$ cat config.mk
export PLATFORM = sky130hd
export DESIGN_NAME = comparator_control
export DESIGN_NICKNAME = d
export VERILOG_FILES = /design/src/logic/comparator_control_pkg.sv /design/src/logic/comparator_control.sv
export SDC_FILE = /design/constraint.sdc
export NUM_CORES = 1
export LEC_CHECK = 0
export CORE_ASPECT_RATIO = 1.1
export CORE_MARGIN = 2
export CORE_UTILIZATION = 60
export CTS_CLUSTER_DIAMETER = 40
export DETAILED_ROUTE_END_ITERATION = 7
export DONT_BUFFER_PORTS = 1
export MAX_ROUTING_LAYER = met4
export PLACE_DENSITY = 0.76
export SYNTH_ARGS = -nofsm -noshare
export SYNTH_HDL_FRONTEND = slang
export SYNTH_SLANG_ARGS = --single-unit
export TNS_END_PERCENT = 100
$ cat constraint.sdc
create_clock -name pclk -period 2.7 [get_ports pclk]
set_input_delay 0.27 -clock pclk [delete_from_list [all_inputs] [get_ports pclk]]
set_output_delay 0.27 -clock pclk [all_outputs]
set_load 0.01 [all_outputs]
$ cat src/logic/comparator_control_pkg.sv
// Package: register map, field positions, reset values and carrier types for the comparator control
package comparator_control_pkg;

  localparam logic [11:0] control_status_addr  = 12'h050;
  localparam logic [11:0] converter_ctrl_addr  = 12'h054;
  localparam logic [11:0] pin_disable_addr     = 12'h058;
  localparam logic [11:0] mux_select_addr      = 12'h05c;
  localparam logic [11:0] event_status_addr    = 12'h060;
  localparam logic [11:0] event_clear_addr     = 12'h064;
  localparam logic [11:0] event_enable_addr    = 12'h068;

  localparam int disable_bit          = 7;
  localparam int bandgap_bit          = 6;
  localparam int result_bit           = 5;
  localparam int irq_flag_bit         = 4;
  localparam int irq_enable_bit       = 3;
  localparam int capture_bit          = 2;
  localparam int mode_hi_bit          = 1;
  localparam int mode_lo_bit          = 0;
  localparam int mux_enable_bit       = 6;
  localparam int converter_enable_bit = 7;
  localparam int neg_disable_bit      = 1;
  localparam int pos_disable_bit      = 0;

  localparam logic [7:0] control_status_reset = 8'h00;
  localparam logic [7:0] converter_ctrl_reset = 8'h00;
  localparam logic [1:0] pin_disable_reset    = 2'h0;
  localparam logic [3:0] mux_select_reset     = 4'h0;
  localparam logic [1:0] event_reset          = 2'h0;

  localparam logic [1:0] mode_toggle   = 2'h0;
  localparam logic [1:0] mode_reserved = 2'h1;
  localparam logic [1:0] mode_falling  = 2'h2;
  localparam logic [1:0] mode_rising   = 2'h3;

  // Synchroniser stages in front of the result bit
  localparam int sync_stages = 2;

  typedef struct packed {
    logic       comparator_disable;
    logic       bandgap_select;
    logic       comparator_irq_enable;
    logic       capture_routing_enable;
    logic [1:0] irq_mode;
  } control_t;

  typedef struct packed {
    logic       power_down;
    logic       use_bandgap;
    logic       neg_from_channel;
    logic [2:0] neg_channel;
  } analog_select_t;

endpackage

$ cat src/logic/comparator_control.sv
// Comparator control: input selection, result sync, event flag, capture routing, APB registers
//
// Register access over APB was chosen for this implementation.
`timescale 1ns/1ps
`default_nettype none

// How it works
// - Result high when positive exceeds negative
// - Mux on, converter off: channel picks negative
// - Otherwise negative pin drives negative input
// - Bandgap select replaces positive pin input
// - Disable bit powers comparator down anytime
// - Raw output synchronised, one-two cycle latency
// - Selected edge type sets interrupt flag
// - Vector execution clears interrupt flag
// - Writing one clears flag; zero ignored
// - Request when flag, enable, global enable
// - Mode: toggle, reserved, falling, rising
// - Routing bit feeds result to capture
// - Input disable kills pin buffer, reads zero
// - Upper six disable bits read zero
// - Status register resets to zero
module comparator_control (
  input  wire  logic        pclk,
  input  wire  logic        presetn,
  input  wire  logic        psel,
  input  wire  logic        penable,
  input  wire  logic        pwrite,
  input  wire  logic [11:0] paddr,
  input  wire  logic [31:0] pwdata,
  output var   logic [31:0] prdata,
  output var   logic        pready,
  output var   logic        pslverr,
  input  wire  logic        comparator_raw,
  input  wire  logic        global_irq_enable,
  input  wire  logic        irq_vector_ack,
  input  wire  logic        positive_pin_level,
  input  wire  logic        negative_pin_level,
  output var   logic        positive_pin_read,
  output var   logic        negative_pin_read,
  output var   logic        positive_buffer_off,
  output var   logic        negative_buffer_off,
  output var   comparator_control_pkg::analog_select_t analog_select,
  output var   logic        capture_trigger,
  output var   logic        comparator_irq,
  output var   logic        irq
);

  comparator_control_pkg::control_t ctrl;
  comparator_control_pkg::control_t next_ctrl;
  logic       irq_flag;
  logic       next_irq_flag;
  logic       negative_mux_enable;
  logic       next_negative_mux_enable;
  logic       converter_enable;
  logic       next_converter_enable;
  logic [2:0] channel_select;
  logic [2:0] next_channel_select;
  logic [1:0] pin_disable;
  logic [1:0] next_pin_disable;
  logic [1:0] event_status;
  logic [1:0] next_event_status;
  logic [1:0] event_enable;
  logic [1:0] next_event_enable;
  logic [comparator_control_pkg::sync_stages-1:0] sync;
  logic       result_prev;
  logic       wr;
  logic       rd;
  logic       mapped;
  logic       event_hit;
  logic [31:0] next_prdata;
  comparator_control_pkg::analog_select_t next_analog_select;

  function automatic logic edge_match(input logic [1:0] mode, input logic now, input logic was);
    case (mode)
      comparator_control_pkg::mode_toggle:  edge_match = now ^ was;
      comparator_control_pkg::mode_falling: edge_match = was & ~now;
      comparator_control_pkg::mode_rising:  edge_match = now & ~was;
      default:                              edge_match = 1'b0;
    endcase
  endfunction

  function automatic logic [7:0] status_byte(input comparator_control_pkg::control_t c,
                                             input logic res, input logic flag);
    status_byte = {c.comparator_disable, c.bandgap_select, res, flag,
                   c.comparator_irq_enable, c.capture_routing_enable, c.irq_mode};
  endfunction

  assign wr = psel & penable & pwrite;
  assign rd = psel & ~penable & ~pwrite;
  always_comb begin
    case (paddr)
      comparator_control_pkg::control_status_addr,
      comparator_control_pkg::converter_ctrl_addr,
      comparator_control_pkg::pin_disable_addr,
      comparator_control_pkg::mux_select_addr,
      comparator_control_pkg::event_status_addr,
      comparator_control_pkg::event_clear_addr,
      comparator_control_pkg::event_enable_addr: mapped = 1'b1;
      default:                                   mapped = 1'b0;
    endcase
  end

  // Event on the synchronised result; the comparator itself is analog outside
  assign event_hit = edge_match(ctrl.irq_mode, sync[comparator_control_pkg::sync_stages-1],
                                result_prev);

  always_comb begin
    next_ctrl                = ctrl;
    next_irq_flag            = irq_flag;
    next_negative_mux_enable = negative_mux_enable;
    next_converter_enable    = converter_enable;
    next_channel_select      = channel_select;
    next_pin_disable         = pin_disable;
    next_event_status        = event_status;
    next_event_enable        = event_enable;
    if (irq_vector_ack) begin
      next_irq_flag = 1'b0;
    end
    if (wr) begin
      case (paddr)
        comparator_control_pkg::control_status_addr: begin
          next_ctrl.comparator_disable     = pwdata[comparator_control_pkg::disable_bit];
          next_ctrl.bandgap_select         = pwdata[comparator_control_pkg::bandgap_bit];
          next_ctrl.comparator_irq_enable  = pwdata[comparator_control_pkg::irq_enable_bit];
          next_ctrl.capture_routing_enable = pwdata[comparator_control_pkg::capture_bit];
          next_ctrl.irq_mode = {pwdata[comparator_control_pkg::mode_hi_bit],
                                pwdata[comparator_control_pkg::mode_lo_bit]};
          if (pwdata[comparator_control_pkg::irq_flag_bit]) begin
            next_irq_flag = 1'b0;
          end
        end
        comparator_control_pkg::converter_ctrl_addr: begin
          next_negative_mux_enable = pwdata[comparator_control_pkg::mux_enable_bit];
          next_converter_enable    = pwdata[comparator_control_pkg::converter_enable_bit];
        end
        comparator_control_pkg::pin_disable_addr: begin
          next_pin_disable = pwdata[1:0];
        end
        comparator_control_pkg::mux_select_addr: begin
          next_channel_select = pwdata[2:0];
        end
        comparator_control_pkg::event_clear_addr: begin
          next_event_status = event_status & ~pwdata[1:0];
        end
        comparator_control_pkg::event_enable_addr: begin
          next_event_enable = pwdata[1:0];
        end
        default: begin
        end
      endcase
    end
    // Hardware set wins over a simultaneous clear
    if (event_hit) begin
      next_irq_flag        = 1'b1;
      next_event_status[0] = 1'b1;
    end
    if (sync[comparator_control_pkg::sync_stages-1] ^ result_prev) begin
      next_event_status[1] = 1'b1;
    end
  end

  always_comb begin
    next_prdata = 32'h0000_0000;
    if (rd) begin
      case (paddr)
        comparator_control_pkg::control_status_addr:
          next_prdata = {24'h00_0000, status_byte(ctrl, sync[comparator_control_pkg::sync_stages-1],
                                                  irq_flag)};
        comparator_control_pkg::converter_ctrl_addr:
          next_prdata = {24'h00_0000, converter_enable, negative_mux_enable, 6'h00};
        comparator_control_pkg::pin_disable_addr:
          next_prdata = {30'h0000_0000, pin_disable};
        comparator_control_pkg::mux_select_addr:
          next_prdata = {29'h0000_0000, channel_select};
        comparator_control_pkg::event_status_addr:
          next_prdata = {30'h0000_0000, event_status};
        comparator_control_pkg::event_enable_addr:
          next_prdata = {30'h0000_0000, event_enable};
        default:
          next_prdata = 32'h0000_0000;
      endcase
    end else begin
      next_prdata = prdata;
    end
  end

  always_comb begin
    next_analog_select.power_down  = ctrl.comparator_disable;
    next_analog_select.use_bandgap = ctrl.bandgap_select;
    next_analog_select.neg_from_channel = negative_mux_enable & ~converter_enable;
    next_analog_select.neg_channel = channel_select;
  end

  always_ff @(posedge pclk or negedge presetn) begin
    if (!presetn) begin
      ctrl                <= comparator_control_pkg::control_t'(comparator_control_pkg::control_status_reset[5:0]);
      irq_flag            <= 1'b0;
      negative_mux_enable <= 1'b0;
      converter_enable    <= 1'b0;
      channel_select      <= comparator_control_pkg::mux_select_reset[2:0];
      pin_disable         <= comparator_control_pkg::pin_disable_reset;
      event_status        <= comparator_control_pkg::event_reset;
      event_enable        <= comparator_control_pkg::event_reset;
      sync                <= '0;
      result_prev         <= 1'b0;
      prdata              <= 32'h0000_0000;
      pready              <= 1'b0;
      pslverr             <= 1'b0;
      analog_select       <= '0;
      capture_trigger     <= 1'b0;
      comparator_irq      <= 1'b0;
      irq                 <= 1'b0;
      positive_pin_read   <= 1'b0;
      negative_pin_read   <= 1'b0;
      positive_buffer_off <= 1'b0;
      negative_buffer_off <= 1'b0;
    end else begin
      ctrl                <= next_ctrl;
      irq_flag            <= next_irq_flag;
      negative_mux_enable <= next_negative_mux_enable;
      converter_enable    <= next_converter_enable;
      channel_select      <= next_channel_select;
      pin_disable         <= next_pin_disable;
      event_status        <= next_event_status;
      event_enable        <= next_event_enable;
      sync <= {sync[comparator_control_pkg::sync_stages-2:0], comparator_raw};
      result_prev         <= sync[comparator_control_pkg::sync_stages-1];
      prdata              <= next_prdata;
      pready              <= psel & ~penable;
      pslverr             <= psel & ~penable & ~mapped;
      analog_select       <= next_analog_select;
      capture_trigger <= ctrl.capture_routing_enable &
                         sync[comparator_control_pkg::sync_stages-1];
      comparator_irq  <= next_irq_flag & next_ctrl.comparator_irq_enable &
                         global_irq_enable;
      irq                 <= |(next_event_status & next_event_enable);
      positive_pin_read   <= positive_pin_level & ~next_pin_disable[comparator_control_pkg::pos_disable_bit];
      negative_pin_read   <= negative_pin_level & ~next_pin_disable[comparator_control_pkg::neg_disable_bit];
      positive_buffer_off <= next_pin_disable[comparator_control_pkg::pos_disable_bit];
      negative_buffer_off <= next_pin_disable[comparator_control_pkg::neg_disable_bit];
    end
  end
endmodule

`default_nettype wire

# [Word-level counts from Yosys, hierarchy flattened]
# Cells that the tools add are included.
[totals] register_bits=68 out_inout_bits=47 rom_bits=0 latch_bits=0 ramBits=0 mem_count=0
[op_classes] n_reduce_logical=6 bitwise=25 n_eq_ne=9 magnitude_cmp=0 add_sub_neg=0 shifts=0 muxes=18 n_div=0 n_mul=0
[ops] cell="$eq A12 B7 Y1 const B" n=7
[ops] cell="$pmux W8 S6" n=1
[ops] cell="$and A1 B1 Y1" n=13
[ops] cell="$mux W2" n=6
[ops] cell="$mux W1" n=8
[ops] cell="$mux W4" n=2
[ops] cell="$not A1 Y1" n=8
[ops] cell="$reduce_or A7 Y1" n=1
[ops] cell="$reduce_and A2 Y1" n=3
[ops] cell="$and A2 B2 Y2" n=2
[ops] cell="$eq A2 B2 Y1 const B" n=2
[ops] cell="$pmux W1 S3" n=1
[ops] cell="$logic_not A2 Y1" n=1
[ops] cell="$not A2 Y2" n=1
[ops] cell="$reduce_or A2 Y1" n=1
[ops] cell="$xor A1 B1 Y1" n=1

# [Longest topological paths before layout]
# Gate-level depths: netlist of the first run.
[depth] ltp_word=7 depth_mapped=6 ltp_nobuf=6

# [Worst setup path before layout of the first run]
# Ideal clock, no wire load.
[synth_path] path_kind="register -> register" start="reg sync[1] (netlist bit)" end="reg irq" t_required_ns=2.579 t_arrival_ns=1.512 slack_ns=1.067 stages_incl_launch_ff=7 setup_ns=0.121 synth_period_minus_slack_ns=1.633 n_path_buf=0 path_cell_list="dfrtp_1 -> inv_1 -> ha_1 -> mux2_2 -> a21o_1 -> a211o_1 -> a22o_1"
[synth_via] elab_chain_len=6 elab_cells_between_ends=9 classes_between="mux: 3; bitwise: 5; reduce/logical: 1"
[synth_rtl] item="from (decl)" line_no="comparator_control.sv:65" text="logic [comparator_control_pkg::sync_stages-1:0] sync;"
[synth_rtl] item="from (signal assigned)" line_no="comparator_control.sv:227" text="sync <= {sync[comparator_control_pkg::sync_stages-2:0], comparator_raw};"
[synth_rtl] item="$not A1 Y1" line_no="comparator_control.sv:77" text="comparator_control_pkg::mode_falling: edge_match = was & ~now;"
[synth_rtl] item="$and A1 B1 Y1" line_no="comparator_control.sv:77"
[synth_rtl] item="$pmux W1 S3 *" line_no="comparator_control.sv:75" text="case (mode)"
[synth_rtl] item="$mux W1 *" line_no="comparator_control.sv:154" text="if (event_hit) begin"
[synth_rtl] item="via next_event_status[0]" line_no="comparator_control.sv:62" text="logic [1:0] next_event_status;"
[synth_rtl] item="$and A2 B2 Y2 *" line_no="comparator_control.sv:237" text="irq <= |(next_event_status & next_event_enable);"
[synth_rtl] item="$reduce_or A2 Y1 *" line_no="comparator_control.sv:237"
[synth_rtl] item="to (signal assigned)" line_no="comparator_control.sv:237"
[synth_rtl] item="to (decl)" line_no="comparator_control.sv:46" text="output var logic irq"
# Mark *: on every way through the listed nets, which the timed path passes. The rest lies on a longest branch.
# A chain may end at the register's enable or synchronous reset.

# [Worst setup path after layout of the first run]
[layout_path] start="in paddr[7]" end="reg negative_pin_read"
[layout_via] elab_chain_len=5
[layout_rtl] item="from (decl)" line_no="comparator_control.sv:29" text="input wire logic [11:0] paddr,"
[layout_rtl] item="$eq A12 B7 Y1" line_no="comparator_control.sv:121" text="case (paddr)"
[layout_rtl] item="$mux W2" line_no="comparator_control.sv:121"
[layout_rtl] item="$mux W2" line_no="comparator_control.sv:120" text="if (wr) begin"
[layout_rtl] item="$not A1 Y1" line_no="comparator_control.sv:239" text="negative_pin_read <= negative_pin_level & ~next_pin_disable[comparator_control_pkg::neg_disable_bit];"
[layout_rtl] item="$and A1 B1 Y1" line_no="comparator_control.sv:239"
[layout_rtl] item="to (signal assigned)" line_no="comparator_control.sv:239"
[layout_rtl] item="to (decl)" line_no="comparator_control.sv:40" text="output var logic negative_pin_read,"
# No other way between the ends.

==> reports/qor.txt, run 1 <==
Drt via density - 5.90
Final WL - 4.06 mm
CP Launch Type - input port
Core area - 3300 um2
Overall die area - 3880 um2
Routed len/inst - 18.0 um
Initial drt markers - 69
Fin Clk Skew - 12.2 ps
Worst-path maximum fanout - 8
Unique masters post-synth - 43
Fill cells - 280
# nets final - 244
Synth-to-layout area growth - 6.70%
Final setup violation count - 0
CTS resizes - 0
Number of port buffers - 0
Fin. Hold Viols - 0
Vias in the first global route - 1362
CTS tree - done
Die height - 65.1 um
Final core utilization - 0.658
FF+latch count, synth - 42
Placed cell area - 1980 um2
Hold buffers post-CTS - 7
Commonest non-fill, non-tap cell in the layout - dfrtp_1
Fin Setup TNS - 0 ps
Final Slew Violations - 0
PD cells - 563 nW/um2
Hold Crit Class - input port to register
Unrepaired setup endpoints after global routing - no
Synth Instances - 177
DPL Wire Length - 2.91 mm
First-pass GRT wire length - 6.52 mm
Sequential Power Share - 0.525
Max clock buf depth - 2
GRT overflow - 0
Worst Path Required - 2950 ps
Status - completed
First-pass DRT Iterations - 4
Relative slew slack - 0.560
Arr. time, crit path - 2080 ps
Main flop type after synthesis - dfrtp_1
Placed Cells - 209
Post-CTS Setup Repair Bufs - 0
Final Non-Filler Cells - 225
Comb power frac - 0.069
Worst-Skew Late Latency - 360 ps
Sequential share of the synthesized area - 0.516
Maximum vdd drop - 0.000342 V
TritonCTS Buffers - 5
CP Class - input port to register
Initial antenna violation count - 0
Post-route cell area - 2170 um2
Period utilization - 0.677
Mapped cell area - 2040 um2
Mean Syn Cell Area - 11.5 um2
Clock power frac - 0.406
Fmax - 547 MHz
DRC viols - 0
Antenna Nets Post-Route - 0
Worst slew pin tran - 650 ps
Fraction of registers with async set/reset - 1.00
Standard-cell rows - 22
Switch Pwr - 0.000268 W
P_leak - 1.04 nW
Overall Global Routing Usage - 0.236
CTS sink cnt - 42
I/O Pins - 101
H-tree Lvls - 2
Largest net degree at the start of global routing - 43
Endpoint class of the critical path - register
Clk root buf - clkbuf_4
Vias - 1327
Share of post-route cells with drive strength above 1 - 0.153
P_int - 0.000954 W
Max cap viols - 0
Switching Fraction - 0.219
Initial core utilization - 0.616
Reg clk slew, reported paths - 120 ps
N_diodes - 0
Number of synthesized flops with an enable pin - 0
Routability cong. - 0.912
Most frequent cells in the layout - dfrtp_1, conb_1, mux2_2, inv_1, nand2_1
Die width - 59.5 um
Tmin final - 1830 ps
Pwr Total - 0.00122 W
YS warnings - 0
cell type report:
type	instances	area, um2	area share
Clock inverter	3	68.8	0.0317
Inverter	10	37.5	0.0173
Timing Repair Buffer	9	97.6	0.0449
Multi-Input combinational cell	120	835	0.384
Tap cell	36	45.0	0.0207
Sequential cell	42	1050	0.484
Clock buffer	5	37.5	0.0173
Yosys cell counts (all sizes together) (2+ instances only):
library cell | count | area share
or3 | 2 | 0.0061
o31ai | 2 | 0.0074
o31a | 2 | 0.0086
nor3 | 7 | 0.022
nand2 | 8 | 0.015
nand2b | 3 | 0.0092
a211oi | 2 | 0.0074
mux2 | 14 | 0.077
o21ai | 2 | 0.0049
and2 | 2 | 0.0061
a21o | 3 | 0.011
nand3 | 4 | 0.016
nor2b | 3 | 0.0092
a22o | 6 | 0.026
nand4 | 4 | 0.012
a21oi | 3 | 0.0074
a221o | 2 | 0.0098
buf | 27 | 0.096
inv | 10 | 0.018
nor4b | 4 | 0.025
a221oi | 2 | 0.0086
a2bb2oi | 2 | 0.0086
nor2 | 6 | 0.012
dfrtp | 42 | 0.52
ha | 2 | 0.012
path summary, 6_finish.rpt:
kind | from | end | slack, ps | cells past startpoint
worst max-delay path | paddr[7] | negative_pin_read$_DFF_PN0_ | 870 | 5
worst min-delay path | pwdata[1] | negative_buffer_off$_DFF_PN0_ | 20 | 1
worst max register to register | sync[1]$_DFF_PN0_ | irq$_DFF_PN0_ | 910 | 6
worst min register to register | sync[0]$_DFF_PN0_ | sync[1]$_DFF_PN0_ | 360 | 0
max in group asynchronous | presetn | irq_flag$_DFF_PN0_ | 2130 | 2
min in group asynchronous | presetn | ctrl[4]$_DFFE_PN0P_ | 370 | 2
per-layer routing:
layer / share of wire / global-route usage / up-vias / routed length [um]
li1: - / - / 611 / -
met1: 0.40 / 0.278 / 660 / 1620
met2: 0.52 / 0.378 / 51 / 2120
met3: 0.068 / 0.0846 / 5 / 275
met4: 0.013 / 0.0750 / 0 / 51
met5: 0 / - / - / 0
registers in the layout (all words and copies together), names as in the netlist:
signal / flops
analog_select: 6
capture_trigger: 1
channel_select: 3
comparator_irq: 1
converter_enable: 1
ctrl: 6
event_enable: 2
event_status: 2
irq: 1
irq_flag: 1
negative_buffer_off: 1
negative_mux_enable: 1
negative_pin_read: 1
pin_disable: 1
positive_pin_read: 1
prdata: 8
pready: 1
pslverr: 1
result_prev: 1
sync: 2
power by group through the flow:
stage | sequential [W] | combinational (W) | clock (W)
global placement | 0.000654 | 0.0000581 | 0
floorplan | 0.000653 | 0.0000798 | 0
global route | 0.000643 | 0.0000944 | 0.000534
detailed placement | 0.000654 | 0.0000598 | 0
CTS | 0.000642 | 0.0000825 | 0.000503
finish | 0.000642 | 0.0000840 | 0.000496
critical path, cell delays in order:
cell and delay (ps):
nor4b_4 460, nand3_4 210, nor3_1 430, a211oi_1 130, dlygate4sd3_1 580
logic make-up after synthesis:
kind of cell / count (synthesis) / synth area share
compound gates: 33 / 0.127
fa+ha+maj: 2 / 0.0123
buf+inv: 38 / 0.116
flops: 42 / 0.516
mux: 15 / 0.0824
other cells: 1 / 0.00184
simple gates: 46 / 0.144
metrics by stage:
step / hold WS (ps) / setup WS, ps
2_1_floorplan: -25.6 / 1070
3_3_place_gp: -24.8 / 927
3_5_place_dp: -24.8 / 896
4_1_cts: 5.90 / 892
5_1_grt: 11.7 / 739
6_report: 20.9 / 872
Power figures use the tool's default switching activity.
==> inputs of run 2 (changes only) <==
clock period = 1.85 ns   (was 2.7 ns; I/O delays follow)
==> reports/qor.txt, run 2 (synthesized netlist as in run 1, its figures left out) <==
Worst reg2reg path depth - 6 (unchanged)
Fin. Hold Viols - 0 (unchanged)
Hold Crit Class - input port to register
Period utilization - 0.942
CP Class - register to register
Worst-path maximum fanout - 3 (-5)
Share of post-route cells with drive strength above 1 - 0.161 (+0.00736)
CP Launch Type - register
Worst Path Required - 2090 ps (-860 ps)
Hold Startpoint - pwdata[3]
Initial core utilization - 0.616 (unchanged)
Relative slew slack - 0.572 (+0.0122)
WHS Path Cells - 3 (+2)
# nets final - 254 (+4.1%)
Routed len/inst - 17.3 um (-4.0%)
TritonCTS Buffers - 5 (unchanged)
Reg clk slew, reported paths - 110 ps (about the same)
Worst-Skew Late Latency - 340 ps (-20 ps)
Status - completed
R2r endpoint - irq$_DFF_PN0_
GRT overflow - 0 (unchanged)
Final Slew Violations - 0 (unchanged)
Final setup violation count - 0 (unchanged)
Routability cong. - 0.957 (+5.0%)
Top flop regs - prdata: 8 flops, analog_select: 6 flops, ctrl: 6 flops
Vias - 1380 (+4.0%)
Maximum vdd drop - 0.000491 V (+44%)
Antenna Nets Post-Route - 0 (unchanged)
Overall Global Routing Usage - 0.236 (-0.000821)
Unrepaired setup endpoints after global routing - no
Post-CTS Setup Repair Bufs - 0 (unchanged)
Pwr Total - 0.00153 W (+26%)
Die width - 59.5 um (unchanged)
Fin Clk Skew - 7.11 ps (-5.08 ps)
DRC viols - 0 (unchanged)
CTS tree - done
Arr. time, crit path - 1980 ps (-100 ps)
Clk root buf - clkbuf_4
N_diodes - 0 (unchanged)
Worst slew pin tran - 632 ps (-18.0 ps)
First-pass GRT wire length - 6.54 mm (+0.32%)
Initial antenna violation count - 0 (unchanged)
H-tree Lvls - 2 (unchanged)
I/O Pins - 101 (unchanged)
Die height - 65.1 um (unchanged)
Placed Cells - 212 (+1.4%)
Max clock buf depth - 2 (unchanged)
Number of port buffers - 0 (unchanged)
Vias in the first global route - 1415 (+3.9%)
Fin Setup TNS - 0 ps (unchanged)
Most frequent cells in the layout - dfrtp_1, conb_1, mux2_2, dlygate4sd3_1, inv_1
CTS sink cnt - 42 (unchanged)
Reg2reg setup slack - 110 ps (-800 ps)
Tmin final - 1740 ps
Worst r2r src - sync[1]$_DFF_PN0_
Fill cells - 260 (-7.1%)
Synth-to-layout area growth - 9.22%
Fmax - 574 MHz
P_leak - 1.06 nW (+2.5%)
Worst Hold End - ctrl[3]$_DFF_PN0_
Standard-cell rows - 22 (unchanged)
Initial drt markers - 59 (-14%)
Final WL - 4.07 mm (+0.30%)
Overall die area - 3880 um2 (unchanged)
Max reg flops - 8 (unchanged)
DPL Wire Length - 2.94 mm (+0.86%)
Worst hold slack - 74.8 ps (+53.9 ps)
Reg with most FFs - prdata
First-pass DRT Iterations - 4 (unchanged)
Max cap viols - 0 (unchanged)
Final Non-Filler Cells - 235 (+4.4%)
Endpoint class of the critical path - register
PD cells - 690 nW/um2 (+23%)
Drt via density - 5.87 (-0.43%)
Largest net degree at the start of global routing - 43 (unchanged)
Core area - 3300 um2 (unchanged)
Commonest non-fill, non-tap cell in the layout - dfrtp_1
## run 2: changes by cell type in the layout (fill, tap and decap cells not counted), sizes merged
| cell | delta |
|---|---|
| clkbuf | +2 |
| bufinv | -2 |
| dlygate4sd3 | +7 |
| buf | +3 |
## run 2: per-stage QoR
step / util / area [um2] / setup slack, ps
after floorplan: - / 2120 / 217
after global placement: 0.605 / 2000 / 158
after detailed placement: 0.605 / 2000 / 129
after CTS: 0.669 / 2210 / 110
after global routing: 0.673 / 2220 / 58.8
final: 0.673 / 2220 / 107
## run 2: critical path, cell delays in order (launching register included)
cell	delay, ps
dfrtp_1	390
inv_1	50
ha_1	190
mux2_2	250
a21o_1	220
a211o_1	300
a22o_1	240
## run 2: worst max-delay path by stage
stage,from,to,slack (ps),depth (start not counted)
after floorplan,sync[1]$_DFF_PN0_,irq$_DFF_PN0_,220,6
after global placement,sync[1]$_DFF_PN0_,irq$_DFF_PN0_,160,6
after detailed placement,sync[1]$_DFF_PN0_,irq$_DFF_PN0_,130,6
after CTS,sync[1]$_DFF_PN0_,irq$_DFF_PN0_,110,5
after global routing,sync[1]$_DFF_PN0_,irq$_DFF_PN0_,60,6
final,sync[1]$_DFF_PN0_,irq$_DFF_PN0_,110,6
## run 2: per-layer routing
metal	GRT usage	wire length, um	up-vias
met5	-	0	-
met4	0.0889	55	0
met3	0.0807	317	9
met2	0.375	2120	65
met1	0.274	1580	678
li1	-	-	628
## run 2: where the power goes
part / total (W) / leakage (nW) / switching (W) / internal [W]
Sequential: 0.000936 / 0.559 / 0.00000767 / 0.000928
Clock: 0.000454 / 0.0353 / 0.000270 / 0.000184
Combinational: 0.000144 / 0.470 / 0.0000889 / 0.0000554
Total: 0.00153 / 1.06 / 0.000366 / 0.00117
## run 2: timing repair
action | 4_1_cts | 5_1_grt
hold buffers | 14 | 1
setup endpoints to repair | 0 | 2
gates resized for setup | 0 | 1
endpoints found under the hold margin | 62 | 1
## run 2: cell type report
class	count	area [um2]	area share
clock inverter	1	5.00	0.00225
inverter	10	37.5	0.0169
clock buffer	7	55.1	0.0248
multi-input combinational	120	840	0.378
tap	36	45.0	0.0203
sequential	42	1050	0.473
timing repair buffer	19	190	0.0855
==> inputs of run 3 (changes only) <==
CAP_MARGIN = 20   (was not set)
CORE_UTILIZATION = 55   (was 60)
PLACE_DENSITY = 0.73   (was 0.76)
clock period = 1.4 ns   (was 1.85 ns; I/O delays follow)
==> reports/qor.txt, run 3 (synthesized netlist as in run 1, its figures left out) <==
Share of post-route cells with drive strength above 1 - 0.242 (+0.0811)
Fin Setup TNS - -532 ps (-532 ps)
Overall Global Routing Usage - 0.238 (+0.00265)
GRT overflow - 0 (unchanged)
First-pass DRT Iterations - 4 (unchanged)
Core area - 3600 um2 (+8.9%)
N_diodes - 0 (unchanged)
CTS sink cnt - 42 (unchanged)
Status - finished, violations left
Number of port buffers - 0 (unchanged)
Overall die area - 4200 um2 (+8.5%)
Failing checks - negative setup slack
Worst-Skew Late Latency - 300 ps (-40 ps)
Most frequent cells in the layout - dfrtp_1, conb_1, buf_4, mux2_2, dlygate4sd3_1
Fill cells - 289 (+11%)
# nets final - 270 (+6.3%)
Routed len/inst - 16.8 um (-2.9%)
Initial antenna violation count - 0 (unchanged)
Die height - 67.8 um (+4.2%)
Tmin final - 1630 ps (-113 ps)
Fmax - 614 MHz (+7.0%)
Reg with most FFs - prdata
DRC viols - 0 (unchanged)
Endpoint class of the critical path - register
Synth-to-layout area growth - 18.0%
Clk root buf - clkbuf_8
Largest net degree at the start of global routing - 43 (unchanged)
Setup ws final - -229 ps (-337 ps)
CTS tree - done
Post-CTS Setup Repair Bufs - 0 (unchanged)
Arr. time, crit path - 1810 ps (-170 ps)
Drt via density - 5.40 (-8.1%)
H-tree Lvls - 2 (unchanged)
Worst hold slack - 18.9 ps (-56.0 ps)
Unrepaired setup endpoints after global routing - yes
DPL Wire Length - 3.28 mm (+12%)
First-pass GRT wire length - 6.73 mm (+3.0%)
TritonCTS Buffers - 5 (unchanged)
Vias - 1430 (+3.6%)
Worst Path Required - 1580 ps (-510 ps)
Max reg flops - 8 (unchanged)
Initial core utilization - 0.566 (-0.0504)
Worst-path maximum fanout - 3 (unchanged)
Commonest non-fill, non-tap cell in the layout - dfrtp_1
Worst reg2reg path depth - 6 (unchanged)
Final WL - 4.46 mm (+9.5%)
Vias in the first global route - 1462 (+3.3%)
Routability cong. - 0.986 (+3.0%)
WHS Path Cells - 1 (-2)
Hold Crit Class - input port to register
Top flop regs - prdata: 8 flops, analog_select: 6 flops, ctrl: 6 flops
PD cells - 936 nW/um2 (+36%)
Reg clk slew, reported paths - 80 ps (-30 ps)
P_leak - 1.16 nW (+9.4%)
Fin Clk Skew - 6.45 ps (-0.654 ps)
Die width - 62.0 um (+4.1%)
CP Launch Type - register
Period utilization - 1.16 (+0.222)
Pre-CTS setup slack - -233 ps (-362 ps)
Max cap viols - 0 (unchanged)
Maximum vdd drop - 0.000895 V (+82%)
Antenna Nets Post-Route - 0 (unchanged)
Final setup violation count - 4 (+4)
Max clock buf depth - 2 (unchanged)
Initial drt markers - 82 (+39%)
CP Class - register to register
Final Slew Violations - 0 (unchanged)
I/O Pins - 101 (unchanged)
Fin. Hold Viols - 0 (unchanged)
Standard-cell rows - 23 (+4.5%)
run 3: what timing repair did:
action	CTS	global route
endpoints found under the hold margin	60	0
gates resized for setup	0	1
hold buffers	14	0
setup endpoints to repair	4	5
run 3: worst max-delay path, stage by stage, from the launching register on:
cell and delay, ps:
dfrtp_1 390, inv_1 60, ha_2 160, mux2_2 250, a21o_1 190, a211o_1 250, a22o_1 210
run 3: metal layers:
layer | track usage | vias to the layer above | routed length [um]
met3 | 0.0785 | 7 | 326
met2 | 0.383 | 60 | 2370
li1 | - | 662 | -
met4 | 0.0957 | 0 | 89
met5 | - | - | 0
met1 | 0.270 | 701 | 1680
run 3: path summary, 6_finish.rpt:
kind	start	slack, ps	endpoint
min in group asynchronous	presetn	320	analog_select[5]$_DFF_PN0_
min	pwdata[1]	20	event_enable[1]$_DFF_PN0_
max	sync[1]$_DFF_PN0_	-230	irq$_DFF_PN0_
max in group asynchronous	presetn	880	event_enable[0]$_DFF_PN0_
max reg2reg	sync[1]$_DFF_PN0_	-230	irq$_DFF_PN0_
min reg2reg	sync[0]$_DFF_PN0_	360	sync[1]$_DFF_PN0_
run 3: cell type report:
cell class                      instances  area (um2)  area share
Clock buffer                            6        82.6      0.0344
Clock inverter                          2        12.5     0.00521
Inverter                               10        37.5      0.0156
Multi-Input combinational cell        120         848       0.353
Sequential cell                        42        1050       0.438
Tap cell                               50        62.6      0.0260
Timing Repair Buffer                   35         308       0.128
run 3: power by group:
group / internal, W / switching (W) / total (W)
Sequential: 0.00123 / 0.0000104 / 0.00124
Combinational: 0.0000869 / 0.000122 / 0.000209
Clock: 0.000396 / 0.000407 / 0.000803
Total: 0.00171 / 0.000540 / 0.00225
run 3: per-stage QoR:
step	utilization	total power, W	std cells	instance area (um2)
after CTS	0.667	0.00227	265	2400
after detailed placement	0.599	0.00140	243	2150
final	0.668	0.00225	265	2400
after global placement	0.599	0.00140	243	2150
after floorplan	-	0.00141	200	2130
after global routing	0.668	0.00236	265	2400
